$ cat config.mk
export PLATFORM = sky130hd
export DESIGN_NAME = cpo_regs
export DESIGN_NICKNAME = d
export VERILOG_FILES = /design/src/cpo_pkg.sv /design/src/cpo_regs.sv
export SDC_FILE = /design/constraint.sdc
export NUM_CORES = 1
export LEC_CHECK = 0
export BUFFER_PORTS_ARGS = -buffer_cell sky130_fd_sc_hd__buf_2
export CELL_PAD_IN_SITES_DETAIL_PLACEMENT = 0
export CELL_PAD_IN_SITES_GLOBAL_PLACEMENT = 1
export CORE_MARGIN = 2
export CORE_UTILIZATION = 43
export CTS_CLUSTER_DIAMETER = 150
export DETAILED_ROUTE_END_ITERATION = 6
export PLACE_DENSITY_LB_ADDON = 0.1
export SLEW_MARGIN = 20
export SYNTH_ARGS = -nofsm -noshare
export SYNTH_HDL_FRONTEND = slang
export SYNTH_SLANG_ARGS = --single-unit
$ cat constraint.sdc
create_clock -name clk -period 2.38 [get_ports clk]
set_input_delay 0.476 -clock clk [delete_from_list [all_inputs] [get_ports clk]]
set_output_delay 0.476 -clock clk [all_outputs]
set_load 0.005 [all_outputs]
$ cat src/cpo_pkg.sv
// package: offsets, field layout, reset values and timing for the protection option register
package cpo_pkg;
    localparam logic [7:0] CPO_ADDR_LO = 8'h3C;
    localparam logic [7:0] CPO_ADDR_HI = 8'h3D;
    localparam logic [15:0] CPO_RESET = 16'h0048;
    localparam logic [7:0] CPO_RETRY_ADDR = 8'h37;
    localparam int CPO_RETRY_DIS_BIT = 10;
    // high byte field positions
    localparam int CPO_UV_LSB = 13;
    localparam int CPO_DITHER_LSB = 11;
    localparam int CPO_DROOP_EN_BIT = 9;
    localparam int CPO_DROOP_FLAG_BIT = 8;
    // low byte field positions
    localparam int CPO_FILT_LSB = 6;
    localparam int CPO_RATIO_LSB = 3;
    localparam int CPO_DCH_EN_BIT = 2;
    localparam int CPO_DCH_FLAG_BIT = 1;
    localparam int CPO_PASS_BIT = 0;
    // bits the host may write
    localparam logic [15:0] CPO_WR_MASK = 16'hFEFC;
    // restart policy, clock rate and dither-off code
    localparam int CPO_RETRY_LIMIT = 7;
    localparam logic [2:0] CPO_RETRY_LIMIT_W = 3'h7;
    localparam longint CPO_CLK_HZ = 125000000;
    localparam longint CPO_WINDOW_S = 90;
    localparam longint CPO_WINDOW_CYC = CPO_WINDOW_S * CPO_CLK_HZ;
    localparam logic [1:0] CPO_DITHER_OFF = 2'h0;

    typedef struct packed {
        logic wr;
        logic rd_done;
        logic [7:0] addr;
        logic [7:0] wdata;
    } cpo_acc_s;

    typedef struct packed {
        logic [2:0] uv_level;
        logic [1:0] dither;
        logic droop_alert_en;
        logic [1:0] filter_sel;
        logic [2:0] ratio_sel;
        logic dch_alert_en;
    } cpo_cfg_s;
endpackage : cpo_pkg

$ cat src/cpo_regs.sv
// protection profile option register with latched status and restart control
`timescale 1ns/1ns
`default_nettype none
// Function
// - the 16-bit register sits at a high/low byte address pair and resets to 0x0048.
// - high bits 7:5 pick the undervoltage trip from 2.4 V to 8.0 V in 0.8 V steps, default 000b.
// - after an undervoltage trip the converter retries and is latched off after 7 failures in 90 s.
// - the restart sequence is suppressed while bit 10 of register 0x37 is one.
// - high bits 4:3 pick the dither spread: off, 2 %, 4 %, 6 %.
// - high bit 1 enables the input-droop alert contribution, default off.
// - low bits 7:6 pick the limit-2 deglitch time 100 us, 1.6 ms, 6 ms, 12 ms, default 01b.
// - low bits 5:3 pick limit 2 as a ratio of limit 1, 125 % at 000b, default 001b.
// - low bit 2 enables the limit-2 alert contribution, default off.
// - read-only low bit 1 flags that limit 2 triggered, held until the host reads it.
// - read-only low bit 0 shows pass-through operation.
module cpo_regs
    import cpo_pkg::*;
(
    input wire logic clk,
    input wire logic rst_n,
    input wire cpo_pkg::cpo_acc_s acc,
    output logic [7:0] rdata,
    input wire logic retry_disable_in,
    input wire logic input_droop_event,
    input wire logic discharge_limit2_event,
    input wire logic passthrough_operation,
    input wire logic undervoltage_trip,
    input wire logic restart_ok,
    output cpo_pkg::cpo_cfg_s cfg,
    output logic restart_req,
    output logic converter_latched_off,
    output logic dither_on
);
    import cpo_pkg::*;

    logic [15:0] ctl_q;
    localparam int WIN_W = $clog2(CPO_WINDOW_CYC + 1);
    localparam logic [WIN_W-1:0] WIN_LOAD = WIN_W'(CPO_WINDOW_CYC - 1);
    localparam int N_FLAGS = 2;

    typedef enum logic [2:0] {
        CPO_RS_IDLE = 3'b001,
        CPO_RS_WINDOW = 3'b010,
        CPO_RS_OFF = 3'b100
    } cpo_retry_e;

    // flag entry 0 is the droop flag (high byte), entry 1 the limit-2 flag (low byte)
    logic [N_FLAGS-1:0] flag_set;
    logic [N_FLAGS-1:0] flag_clr;
    logic [N_FLAGS-1:0] flag_q;
    logic droop_flag_q;
    logic dch_flag_q;
    logic [2:0] pass_sync_q;
    logic pass_q;
    logic [2:0] fails_q;
    logic [WIN_W-1:0] win_q;
    cpo_retry_e state_q;
    logic win_open;
    logic trip_ok;
    logic req_q;
    logic [7:0] rdata_q;

    // writable fields; read-only bits never stored here
    always_ff @(posedge clk) begin
        if (!rst_n) begin
            ctl_q <= CPO_RESET;
        end else if (acc.wr && acc.addr == CPO_ADDR_HI) begin
            ctl_q[15:8] <= acc.wdata & CPO_WR_MASK[15:8];
        end else if (acc.wr && acc.addr == CPO_ADDR_LO) begin
            ctl_q[7:0] <= acc.wdata & CPO_WR_MASK[7:0];
        end
    end

    assign flag_set = {discharge_limit2_event, input_droop_event};
    assign flag_clr[0] = acc.rd_done && (acc.addr == CPO_ADDR_HI);
    assign flag_clr[1] = acc.rd_done && (acc.addr == CPO_ADDR_LO);

    // set beats the read-completion clear so an event in the clearing cycle is kept
    for (genvar gi = 0; gi < N_FLAGS; gi++) begin : g_flag
        always_ff @(posedge clk) begin
            if (!rst_n) begin
                flag_q[gi] <= 1'b0;
            end else if (flag_set[gi]) begin
                flag_q[gi] <= 1'b1;
            end else if (flag_clr[gi]) begin
                flag_q[gi] <= 1'b0;
            end
        end
    end

    assign droop_flag_q = flag_q[0];
    assign dch_flag_q = flag_q[1];

    // pass-through level arrives from the analog side; change taken once stages 2 and 3 agree
    always_ff @(posedge clk) begin
        if (!rst_n) begin
            pass_sync_q <= 3'h0;
            pass_q <= 1'b0;
        end else begin
            pass_sync_q <= {pass_sync_q[1:0], passthrough_operation};
            if (pass_sync_q[2] == pass_sync_q[1]) begin
                pass_q <= pass_sync_q[2];
            end
        end
    end

    // a trip arriving on the very cycle the window runs out opens a fresh window
    assign win_open = (state_q == CPO_RS_WINDOW) && (win_q != '0);
    assign trip_ok = undervoltage_trip && !retry_disable_in;

    // restart policy: window opens at first failure; seventh failure inside it latches off
    always_ff @(posedge clk) begin
        if (!rst_n) begin
            state_q <= CPO_RS_IDLE;
            fails_q <= 3'h0;
            win_q <= '0;
            req_q <= 1'b0;
        end else begin
            req_q <= 1'b0;
            case (state_q)
                CPO_RS_IDLE: begin
                    if (trip_ok && !restart_ok) begin
                        req_q <= 1'b1;
                        state_q <= CPO_RS_WINDOW;
                        win_q <= WIN_LOAD;
                        fails_q <= 3'h1;
                    end
                end
                CPO_RS_WINDOW: begin
                    if (restart_ok) begin
                        state_q <= CPO_RS_IDLE;
                        fails_q <= 3'h0;
                    end else if (trip_ok && !win_open) begin
                        req_q <= 1'b1;
                        win_q <= WIN_LOAD;
                        fails_q <= 3'h1;
                    end else if (trip_ok && fails_q == CPO_RETRY_LIMIT_W - 3'h1) begin
                        state_q <= CPO_RS_OFF;
                        fails_q <= CPO_RETRY_LIMIT_W;
                    end else if (trip_ok) begin
                        req_q <= 1'b1;
                        fails_q <= fails_q + 3'h1;
                        win_q <= win_q - 1'b1;
                    end else if (!win_open) begin
                        state_q <= CPO_RS_IDLE;
                        fails_q <= 3'h0;
                    end else begin
                        win_q <= win_q - 1'b1;
                    end
                end
                CPO_RS_OFF: begin
                    // only reset leaves latch-off
                    state_q <= CPO_RS_OFF;
                end
                default: begin
                    state_q <= CPO_RS_IDLE;
                end
            endcase
        end
    end

    always_ff @(posedge clk) begin
        if (!rst_n) begin
            rdata_q <= 8'h00;
        end else if (acc.addr == CPO_ADDR_HI) begin
            rdata_q <= {ctl_q[15:9], droop_flag_q};
        end else if (acc.addr == CPO_ADDR_LO) begin
            rdata_q <= {ctl_q[7:2], dch_flag_q, pass_q};
        end else begin
            rdata_q <= 8'h00;
        end
    end

    assign rdata = rdata_q;
    assign cfg.uv_level = ctl_q[CPO_UV_LSB +: 3];
    assign cfg.dither = ctl_q[CPO_DITHER_LSB +: 2];
    assign cfg.droop_alert_en = ctl_q[CPO_DROOP_EN_BIT];
    assign cfg.filter_sel = ctl_q[CPO_FILT_LSB +: 2];
    assign cfg.ratio_sel = ctl_q[CPO_RATIO_LSB +: 3];
    assign cfg.dch_alert_en = ctl_q[CPO_DCH_EN_BIT];
    assign dither_on = (ctl_q[CPO_DITHER_LSB +: 2] != CPO_DITHER_OFF);
    assign restart_req = req_q;
    assign converter_latched_off = (state_q == CPO_RS_OFF);
endmodule : cpo_regs
`default_nettype wire

==> results of run 1 <==
sequential cells by signal (all words and copies together), names as in the netlist:
name	count
ctl_q	13
dch_flag_q	1
droop_flag_q	1
fails_q	3
pass_q	1
pass_sync_q	3
rdata	8
restart_req	1
state_q	3
win_q	34
through the flow:
step	hold WS [ns]	util [%]
finish	0.337	53.7
global route	0.330	53.7
CTS	0.327	53.3
detailed placement	0.434	50.6
global placement	0.413	50.6
floorplan	0.412	-
area by class of cell:
type                       instances  share of cell area [%]
clock buffer                       9                    2.99
clock inverter                     7                    1.99
timing repair buffer              82                    12.3
inverter                          10                   0.905
sequential                        68                    32.8
tap                              102                    3.08
multi-input combinational        277                    45.9
layout by cell type, fill, tap and decap left out, drive strengths merged, types with 7 or more instances in the layout:
| cell | n |
|---|---|
| buf | 82 |
| dfxtp | 68 |
| nor2 | 46 |
| mux2i | 25 |
| nand2 | 22 |
| a21oi | 20 |
| nand4 | 16 |
| nand3 | 15 |
| inv | 13 |
| nor3 | 12 |
| xor2 | 10 |
| clkbuf | 9 |
| a31oi | 9 |
| o21ai | 9 |
| nor4 | 9 |
| and4 | 7 |
metal layers:
metal / routed length (um) / GRT usage (%)
met5: 0 / 0
met2: 3750 / 32.0
met3: 330 / 4.43
met4: 68 / 6.37
met1: 3910 / 25.6
power by group through the flow:
stage	Sequential (W)	Combinational (W)	Clock [W]
5_1_grt	0.00123	0.000560	0.00108
4_1_cts	0.00122	0.000501	0.00102
3_5_place_dp	0.00125	0.000498	0
2_1_floorplan	0.00125	0.000310	0
3_3_place_gp	0.00125	0.000493	0
6_report	0.00123	0.000506	0.000990
cells by family (layout without fill, tap and decap cells):
| group | Yosys count | after routing | share of synthesized area, % |
|---|---|---|---|
| compound gates | 66 | 66 | 12.8 |
| xor+xnor | 12 | 12 | 3.07 |
| fa+ha+maj | 4 | 4 | 1.46 |
| buf+inv | 36 | 108 | 5.69 |
| flops | 68 | 68 | 39.7 |
| mux | 25 | 25 | 7.30 |
| simple gates | 170 | 170 | 29.9 |
final timing paths:
path	startpoint	endpoint	slack (ns)	cells past startpoint
worst max-delay path	state_q[1]	win_q[27]	0.14	7
worst min-delay path	passthrough_operation	pass_sync_q[0]	0.34	2
worst max register to register	state_q[1]	win_q[27]	0.14	7
worst min register to register	pass_sync_q[0]	pass_sync_q[1]	0.45	1
timing repair:
action | CTS | global route
resized for setup | 0 | 5
setup endpoints to repair | 0 | 5
hold buffers | 0 | 0
critical path: stages (launching register included):
cell and delay [ns]:
dfxtp_1 0.44, or3b_1 0.41, nor3_2 0.27, a21boi_2 0.30
nor4_4 0.08, buf_4 0.17, and4_1 0.20, o31a_1 0.27
==> flow_metrics.env, run 1 <==
export IMPL_antennaDiodeCount=0
export IMPL_finalHoldViolCount=0
export IMPL_crit_fanout=9
export IMPL_ys_seq_area_share_pct=39.7
export IMPL_worstPathRequired_ns=2.61
export IMPL_ys_top_cells_by_count="dfxtp_1, nor2_1, mux2i_1"
export IMPL_ir_worst_vdd_uv=303
export IMPL_critical_path_class="register to register"
export IMPL_dieWidth_um=93.3
export IMPL_via_per_inst=5.34
export IMPL_clkTransAtPathRegs_ns=0.08
export IMPL_die_area_um2=8700
export IMPL_report_final_slew_viol_count=0
export IMPL_slew_headroom_pct=65.8
export IMPL_io_buffers=47
export IMPL_grt_pass1_wl_um=13300
export IMPL_syn_area_per_cell_um2=9.00
export IMPL_htree_levels=3
export IMPL_powerDensity_nw_per_um2=656
export IMPL_clock_skew_final_ns=0.0136
export IMPL_grt_pass1_vias=2797
export IMPL_switching_share_pct=29.9
export IMPL_hp_class="primary input to register"
export IMPL_synth_edf_count=0
export IMPL_drtAntennaViolNets=0
export IMPL_seq_area_um2=1360
export IMPL_drt_iter0_drc=110
export IMPL_dpl_cell_area_um2=3910
export IMPL_power_leakage_nw=1.79
export IMPL_routabilityCongestion=0.803
export IMPL_tightestPinTransition_ns=0.511
export IMPL_start_util_pct=44.4
export IMPL_via_count=2964
export IMPL_synth_top_cell_by_area="dfxtp_1"
export IMPL_maxCapViolations=0
export IMPL_period_minus_slack_ns=2.24
export IMPL_antenna_found_initial=0
export IMPL_syn_inst=381
export IMPL_clock_fmax_mhz=447
export IMPL_seq_power_share_pct=45.0
export IMPL_synth_distinct_cells=60
export IMPL_dr_pass1_iters=6
export IMPL_post_place_ws_ns=0.00260
export IMPL_synth_top_cell_area_share_pct=39.7
export IMPL_multi_input_area_um2=1900
export IMPL_yosysWarnings=0
export IMPL_drc=0
export IMPL_place_hpwl_um=5880
export IMPL_status="completed"
export IMPL_startpoint_type="register"
export IMPL_period_share_pct=94.1
export IMPL_end_kind="register"
export IMPL_netlist_area_um2=3430
export IMPL_fillCellCount=752
export IMPL_synthToLayoutAreaGrowth_pct=20.9
export IMPL_drive_above_1_share_pct=26.0
export IMPL_p_sw_w=0.000813
export IMPL_clk_insertion_delay_late_ns=0.35
export IMPL_wl_per_cell_um=14.5
export IMPL_crit_arrival_ns=2.47
export IMPL_cts_setup_buffers=0
export IMPL_ys_ff_latch=68
export IMPL_routed_wl_um=8060
export IMPL_p_clk_share_pct=36.4
export IMPL_synthArstFlopShare_pct=0
export IMPL_layout_nets=478
export IMPL_finalSetupViolCount=0
export IMPL_power_w=0.00272
export IMPL_fin_area_um2=4150
export IMPL_clock_root_buffer="clkbuf_8"
export IMPL_dp_cells=539
export IMPL_intPower_w=0.00191
export IMPL_fin_tns_setup_ns=0
export IMPL_grt_usage_pct=19.6
export IMPL_clock_path_buffers=2
export IMPL_die_y_um=93.3
export IMPL_instances_no_fill=555
export IMPL_p_comb_share_pct=18.6
export IMPL_cts_buffers=9
export IMPL_floorplan_io_pins=49
export IMPL_synthFlopType="dfxtp_1"
export IMPL_grt_ovfl_total=0
export IMPL_syn_num_nets=411
export IMPL_setup_slack_ns=0.141
export IMPL_grt_max_degree=22
export IMPL_synth_area_leaders="dfxtp_1, mux2i_1, nor2_1, nor4_4, a21oi_1"
export IMPL_cts_tree="yes"
export IMPL_rows=32
export IMPL_cts_sinks=68
export IMPL_synth_most_common_cell="dfxtp_1"
export IMPL_core_area_um2=7730
Note: power is estimated with default switching activity, not from simulation.
==> run 2: changes to the inputs <==
--- a/config.mk
+++ b/config.mk
@@ -5,7 +5,7 @@
 export SDC_FILE = /design/constraint.sdc
 export NUM_CORES = 1
 export LEC_CHECK = 0
-export BUFFER_PORTS_ARGS = -buffer_cell sky130_fd_sc_hd__buf_2
+export BUFFER_PORTS_ARGS = -buffer_cell sky130_fd_sc_hd__clkbuf_2
 export CELL_PAD_IN_SITES_DETAIL_PLACEMENT = 0
 export CELL_PAD_IN_SITES_GLOBAL_PLACEMENT = 1
 export CORE_MARGIN = 2
==> run 2 against run 1 <==
- final cell count increased by 0.36%
- setup slack better by 0.016 ns
- highest routed layer unchanged
- die area unchanged
- critical endpoint unchanged
- via count barely moved
- design area grew 0.24%
- wire length barely moved
- non-clock buffer count is 2 higher
- critical path depth grew 2
- register-to-register slack better by 0.02 ns
- worst hold slack improved by 0.0050 ns
- sequential power hardly changed
- sequential cell count is the same
==> flow_metrics.env, run 2 (same netlist as run 1, synthesis figures left out) <==
export IMPL_status="completed"
export IMPL_cts_buffers=9
export IMPL_dieWidth_um=93.3
export IMPL_critical_path_class="register to register"
export IMPL_synthToLayoutAreaGrowth_pct=21.2
export IMPL_clock_root_buffer="clkbuf_8"
export IMPL_routed_wl_um=8050
export IMPL_drc=0
export IMPL_hold_worst_slack_ns=0.342
export IMPL_grt_usage_pct=19.6
export IMPL_final_common_cell="dfxtp_1"
export IMPL_crit_fanout=9
export IMPL_intPower_w=0.00201
export IMPL_fillCellCount=752
export IMPL_floorplan_io_pins=49
export IMPL_critPathMaxStageDelay_ns=0.37
export IMPL_drt_iter0_drc=100
export IMPL_tightestPinTransition_ns=0.479
export IMPL_antenna_found_initial=0
export IMPL_clock_skew_final_ns=0.0154
export IMPL_cts_tree="yes"
export IMPL_hp_class="primary input to register"
export IMPL_grt_pass1_wl_um=13400
export IMPL_seq_power_share_pct=43.7
export IMPL_regToRegSetupSlack_ns=0.16
export IMPL_multi_input_area_um2=1890
export IMPL_top_register="win_q"
export IMPL_critical_path_slowest_cell="dfxtp_1"
export IMPL_htree_levels=3
export IMPL_ir_worst_vdd_uv=302
export IMPL_switching_share_pct=28.4
export IMPL_die_area_um2=8700
export IMPL_powerDensity_nw_per_um2=674
export IMPL_rsz0062_at_grt="false"
export IMPL_layout_nets=480
export IMPL_start_util_pct=44.4
export IMPL_dr_pass1_iters=4
export IMPL_drtAntennaViolNets=0
export IMPL_clock_path_buffers=2
export IMPL_io_buffers=47
export IMPL_maxCapViolations=0
export IMPL_period_minus_slack_ns=2.22
export IMPL_via_per_inst=5.32
export IMPL_place_hpwl_um=6050
export IMPL_cts_setup_buffers=0
export IMPL_path_cells="inv_1 -> ha_1 -> nor3b_2 -> and4_1 -> and3_1 -> nor4_4 -> buf_4 -> a31oi_1 -> o31a_1"
export IMPL_core_area_um2=7730
export IMPL_holdBufCountCts=0
export IMPL_clkTransAtPathRegs_ns=0.08
export IMPL_p_sw_w=0.000797
export IMPL_slew_headroom_pct=68.0
export IMPL_path_buf_inv=2
export IMPL_startpoint_type="register"
export IMPL_clock_fmax_mhz=450
export IMPL_drive_above_1_share_pct=26.4
export IMPL_mostFrequentLayoutCells="dfxtp_1, clkbuf_2, nor2_1"
export IMPL_antennaDiodeCount=0
export IMPL_clk_insertion_delay_late_ns=0.34
export IMPL_worstPathRequired_ns=2.61
export IMPL_critPathTopFamily="simple AND/OR/NAND/NOR gates"
export IMPL_final_core_util_pct=53.8
export IMPL_p_clk_share_pct=38.1
export IMPL_finalHoldViolCount=0
export IMPL_cts_sinks=68
export IMPL_report_final_slew_viol_count=0
export IMPL_period_share_pct=93.4
export IMPL_wl_per_cell_um=14.5
export IMPL_power_leakage_nw=1.78
export IMPL_largest_reg_flops=34
export IMPL_via_count=2962
export IMPL_p_comb_share_pct=18.2
export IMPL_die_y_um=93.3
export IMPL_power_w=0.00280
export IMPL_rows=32
export IMPL_finalSetupViolCount=0
export IMPL_routabilityCongestion=0.803
export IMPL_crit_arrival_ns=2.45
export IMPL_grt_ovfl_total=0
export IMPL_fin_tns_setup_ns=0
export IMPL_grt_pass1_vias=2883
export IMPL_end_kind="register"
export IMPL_seq_area_um2=1360
export IMPL_grt_max_degree=14
-- run 2: cell count changes in the layout (fill, tap and decap cells not counted), moves of 2 or more --
cell,previous run,this run
clkinv_4,3,1
clkbuf_2,0,47
buf_4,34,37
buf_2,47,0
-- run 2: worst paths after layout --
kind,startpoint,end,cells after the start
max reg2reg,win_q[1],win_q[27],9
min,passthrough_operation,pass_sync_q[0],2
max,win_q[1],win_q[27],9
min reg2reg,pass_sync_q[0],pass_sync_q[1],1
-- run 2: what timing repair did --
action	CTS	global route
endpoints found under the setup margin	0	4
gates resized for setup	0	4
hold endpoints to repair	0	0
-- run 2: metrics by stage --
step / area, um2 / setup slack, ns / cells
6_report: 4160 / 0.157 / 557
5_1_grt: 4160 / 0.0105 / 557
4_1_cts: 4130 / 0.0919 / 557
3_5_place_dp: 3910 / 0.0377 / 541
3_3_place_gp: 3910 / 0.0447 / 541
2_1_floorplan: 3430 / 0.260 / 381
-- run 2: cell type report --
cell class                      count  area share (%)
Clock buffer                        9            2.98
Clock inverter                      7            2.38
Inverter                           10           0.903
Multi-Input combinational cell    277            45.6
Sequential cell                    68            32.8
Tap cell                          102            3.07
Timing Repair Buffer               84            12.3
-- run 2: power by group through the flow --
| stage | sequential [W] | combinational (W) | clock (W) |
|---|---|---|---|
| after detailed placement | 0.00125 | 0.000503 | 0 |
| after global routing | 0.00123 | 0.000561 | 0.00114 |
| after CTS | 0.00122 | 0.000506 | 0.00110 |
| after global placement | 0.00125 | 0.000499 | 0 |
| final | 0.00122 | 0.000509 | 0.00107 |
| after floorplan | 0.00125 | 0.000310 | 0 |
-- run 2: routing by layer --
| metal | GRT usage, % | vias to the layer above | routed length (um) |
|---|---|---|---|
| li1 | - | 1522 | - |
| met1 | 24.0 | 1379 | 3840 |
| met2 | 34.7 | 56 | 3850 |
| met3 | 3.79 | 5 | 293 |
| met4 | 5.88 | 0 | 64 |
| met5 | 0 | - | 0 |
==> run 3: changes to the inputs <==
--- a/config.mk
+++ b/config.mk
@@ -5,11 +5,12 @@
 export SDC_FILE = /design/constraint.sdc
 export NUM_CORES = 1
 export LEC_CHECK = 0
+export ABC_AREA = 1
 export BUFFER_PORTS_ARGS = -buffer_cell sky130_fd_sc_hd__clkbuf_2
 export CELL_PAD_IN_SITES_DETAIL_PLACEMENT = 0
 export CELL_PAD_IN_SITES_GLOBAL_PLACEMENT = 1
 export CORE_MARGIN = 2
-export CORE_UTILIZATION = 43
+export CORE_UTILIZATION = 41
 export CTS_CLUSTER_DIAMETER = 150
 export DETAILED_ROUTE_END_ITERATION = 6
 export PLACE_DENSITY_LB_ADDON = 0.1
==> run 3 against run 2 <==
- core utilization decreased by 6.0 points
- non-clock buffer count decreased by 28
- largest cell class unchanged
- register-to-register slack improved by 0.13 ns
- sequential power increased by 18%
- setup slack improved by 0.13 ns
- final cell count increased by 43%
- first-iteration DRC count increased by 83%
- area after synthesis increased by 15%
- die area increased by 20%
- sequential share of layout area decreased by 2.1 points
==> flow_metrics.env, run 3 <==
export IMPL_status="completed"
export IMPL_via_per_inst=4.82
export IMPL_startpoint_type="register"
export IMPL_fin_tns_setup_ns=0
export IMPL_synthFlopType="dfxtp_1"
export IMPL_drive_above_1_share_pct=13.9
export IMPL_instances_no_fill=797
export IMPL_maxCapViolations=0
export IMPL_cts_tree="yes"
export IMPL_syn_area_per_cell_um2=6.31
export IMPL_hp_class="primary input to register"
export IMPL_reg2regPathDepth=13
export IMPL_period_minus_slack_ns=2.10
export IMPL_grt_pass1_vias=3499
export IMPL_drt_iter0_drc=183
export IMPL_start_util_pct=42.5
export IMPL_core_area_um2=9280
export IMPL_antenna_found_initial=0
export IMPL_finalSetupViolCount=0
export IMPL_io_buffers=47
export IMPL_ys_seq_area_share_pct=34.5
export IMPL_yosys_area_share_simple_pct=42.0
export IMPL_routed_wl_um=10200
export IMPL_drc=0
export IMPL_dieWidth_um=102
export IMPL_rows=35
export IMPL_muxShareOfSynthArea_pct=0
export IMPL_critical_path_class="register to register"
export IMPL_clock_root_buffer="clkbuf_8"
export IMPL_clock_path_buffers=2
export IMPL_place_hpwl_um=7570
export IMPL_floorplan_io_pins=49
export IMPL_clock_skew_final_ns=0.00807
export IMPL_regToRegSetupSlack_ns=0.28
export IMPL_post_cts_resize_count=0
export IMPL_syn_inst=626
export IMPL_netlist_area_um2=3950
export IMPL_regToRegEndpoint="win_q[29]"
export IMPL_holdBufCountCts=0
export IMPL_htree_levels=3
export IMPL_intPower_w=0.00257
export IMPL_final_common_cell="nand2_1"
export IMPL_via_count=3841
export IMPL_synth_top_family_by_area="simple AND/OR/NAND/NOR gates"
export IMPL_cts_buffers=9
export IMPL_top_register="win_q"
export IMPL_crit_start="win_q[0]"
export IMPL_largest_reg_flops=34
export IMPL_end_kind="register"
export IMPL_switching_share_pct=42.9
export IMPL_antennaDiodeCount=0
export IMPL_cts_sinks=68
export IMPL_layout_nets=694
export IMPL_finalHoldViolCount=0
export IMPL_p_sw_w=0.00193
export IMPL_grt_pass1_wl_um=16600
export IMPL_worstPathRequired_ns=2.61
export IMPL_p_comb_share_pct=44.7
export IMPL_powerDensity_nw_per_um2=1020
export IMPL_synth_edf_count=0
export IMPL_power_leakage_nw=2.03
export IMPL_crit_arrival_ns=2.33
export IMPL_period_share_pct=88.1
export IMPL_tightestPinTransition_ns=0.597
export IMPL_syn_num_nets=656
export IMPL_synth_top_cell_by_area="dfxtp_1"
export IMPL_p_clk_share_pct=23.4
export IMPL_synthArstFlopShare_pct=0
export IMPL_rsz0062_at_grt="false"
export IMPL_crit_fanout=24
export IMPL_die_y_um=102
export IMPL_synth_distinct_cells=34
export IMPL_seq_power_share_pct=32.0
export IMPL_synthAdderAreaFrac_pct=1.27
export IMPL_mostFrequentLayoutCells="nand2_1, nor2_1, dfxtp_1"
export IMPL_synth_area_leaders="dfxtp_1, nand2_1, nor2_1, a21oi_1, inv_1"
export IMPL_wl_per_cell_um=12.8
export IMPL_synth_xor_area_share_pct=3.55
export IMPL_grt_usage_pct=20.5
export IMPL_endpoint="win_q[29]"
export IMPL_slew_headroom_pct=60.0
export IMPL_yosysWarnings=0
export IMPL_power_w=0.00451
export IMPL_dr_pass1_iters=4
export IMPL_clk_insertion_delay_late_ns=0.35
export IMPL_clock_fmax_mhz=477
export IMPL_synthToLayoutAreaGrowth_pct=12.4
export IMPL_synth_most_common_cell="nand2_1"
export IMPL_report_final_slew_viol_count=0
export IMPL_drtAntennaViolNets=0
export IMPL_ys_top_cells_by_count="nand2_1, nor2_1, dfxtp_1"
export IMPL_clkTransAtPathRegs_ns=0.08
export IMPL_dp_cells=782
export IMPL_grt_ovfl_total=0
export IMPL_synth_top_cell_area_share_pct=34.5
export IMPL_routabilityCongestion=0.817
export IMPL_grt_max_degree=32
export IMPL_cts_setup_buffers=0
export IMPL_ir_worst_vdd_uv=349
export IMPL_r2r_start="win_q[0]"
export IMPL_ys_ff_latch=68
export IMPL_synth_compound_area_share_pct=7.73
export IMPL_die_area_um2=10400
[run 3: worst min-delay path by stage]
| stage | from | endpoint | cells after the start |
|---|---|---|---|
| 2_1_floorplan | pass_sync_q[0] | pass_sync_q[1] | 2 |
| 3_3_place_gp | pass_sync_q[0] | pass_sync_q[1] | 2 |
| 3_5_place_dp | pass_sync_q[0] | pass_sync_q[1] | 2 |
| 4_1_cts | passthrough_operation | pass_sync_q[0] | 3 |
| 5_1_grt | passthrough_operation | pass_sync_q[0] | 3 |
| 6_report | passthrough_operation | pass_sync_q[0] | 3 |
[run 3: cells by family (layout without fill, tap and decap cells)]
group | after synthesis | in the layout
flops | 68 | 68
fa+ha+maj | 4 | 4
xor+xnor | 16 | 16
buf+inv | 96 | 138
compound gates | 59 | 59
simple gates | 383 | 383
[run 3: power by group through the flow]
stage | Clock (W) | Sequential, W | Combinational (W)
5_1_grt | 0.00112 | 0.00146 | 0.00230
3_3_place_gp | 0 | 0.00146 | 0.00199
4_1_cts | 0.00108 | 0.00144 | 0.00202
6_report | 0.00105 | 0.00144 | 0.00201
2_1_floorplan | 0 | 0.00142 | 0.00161
3_5_place_dp | 0 | 0.00146 | 0.00201
[run 3: final cells by class]
class,instances,area (um2)
clock buffer,10,128
clock inverter,5,77.6
fill,1033,4850
inverter,67,254
multi-input combinational,462,2150
sequential,68,1360
tap,129,161
timing repair buffer,56,303
[run 3: through the flow]
stage               hold WS (ns)  utilization, %  instance area, um2  worst slack [ns]
finish                     0.305            47.8                4440             0.283
global route               0.316            47.8                4440            0.0314
CTS                        0.296            47.8                4440             0.264
detailed placement         0.404            45.6                4230             0.275
global placement           0.406            45.6                4230             0.305
floorplan                  0.390               -                3950             0.665
[run 3: metal layers]
metal  vias to the layer above  track usage (%)  routed length [um]
met5                         -                0                   0
met4                         0             5.23                 106
met3                         8             4.17                 451
met2                        72             35.1                4750
met1                      1744             26.6                4910
li1                       2017                -                   -
[run 3: critical path, cell delays in order, from the launching register on]
cell     delay [ns]
dfxtp_1        0.33
inv_1          0.11
ha_1           0.20
inv_1          0.05
nor2_1         0.08
nand3_1        0.12
nor2_4         0.11
nand2_2        0.09
nand2_1        0.14
nand2_2        0.34
nand3_1        0.21
nor2_1         0.06
nor2_1         0.09
nor2_1         0.04
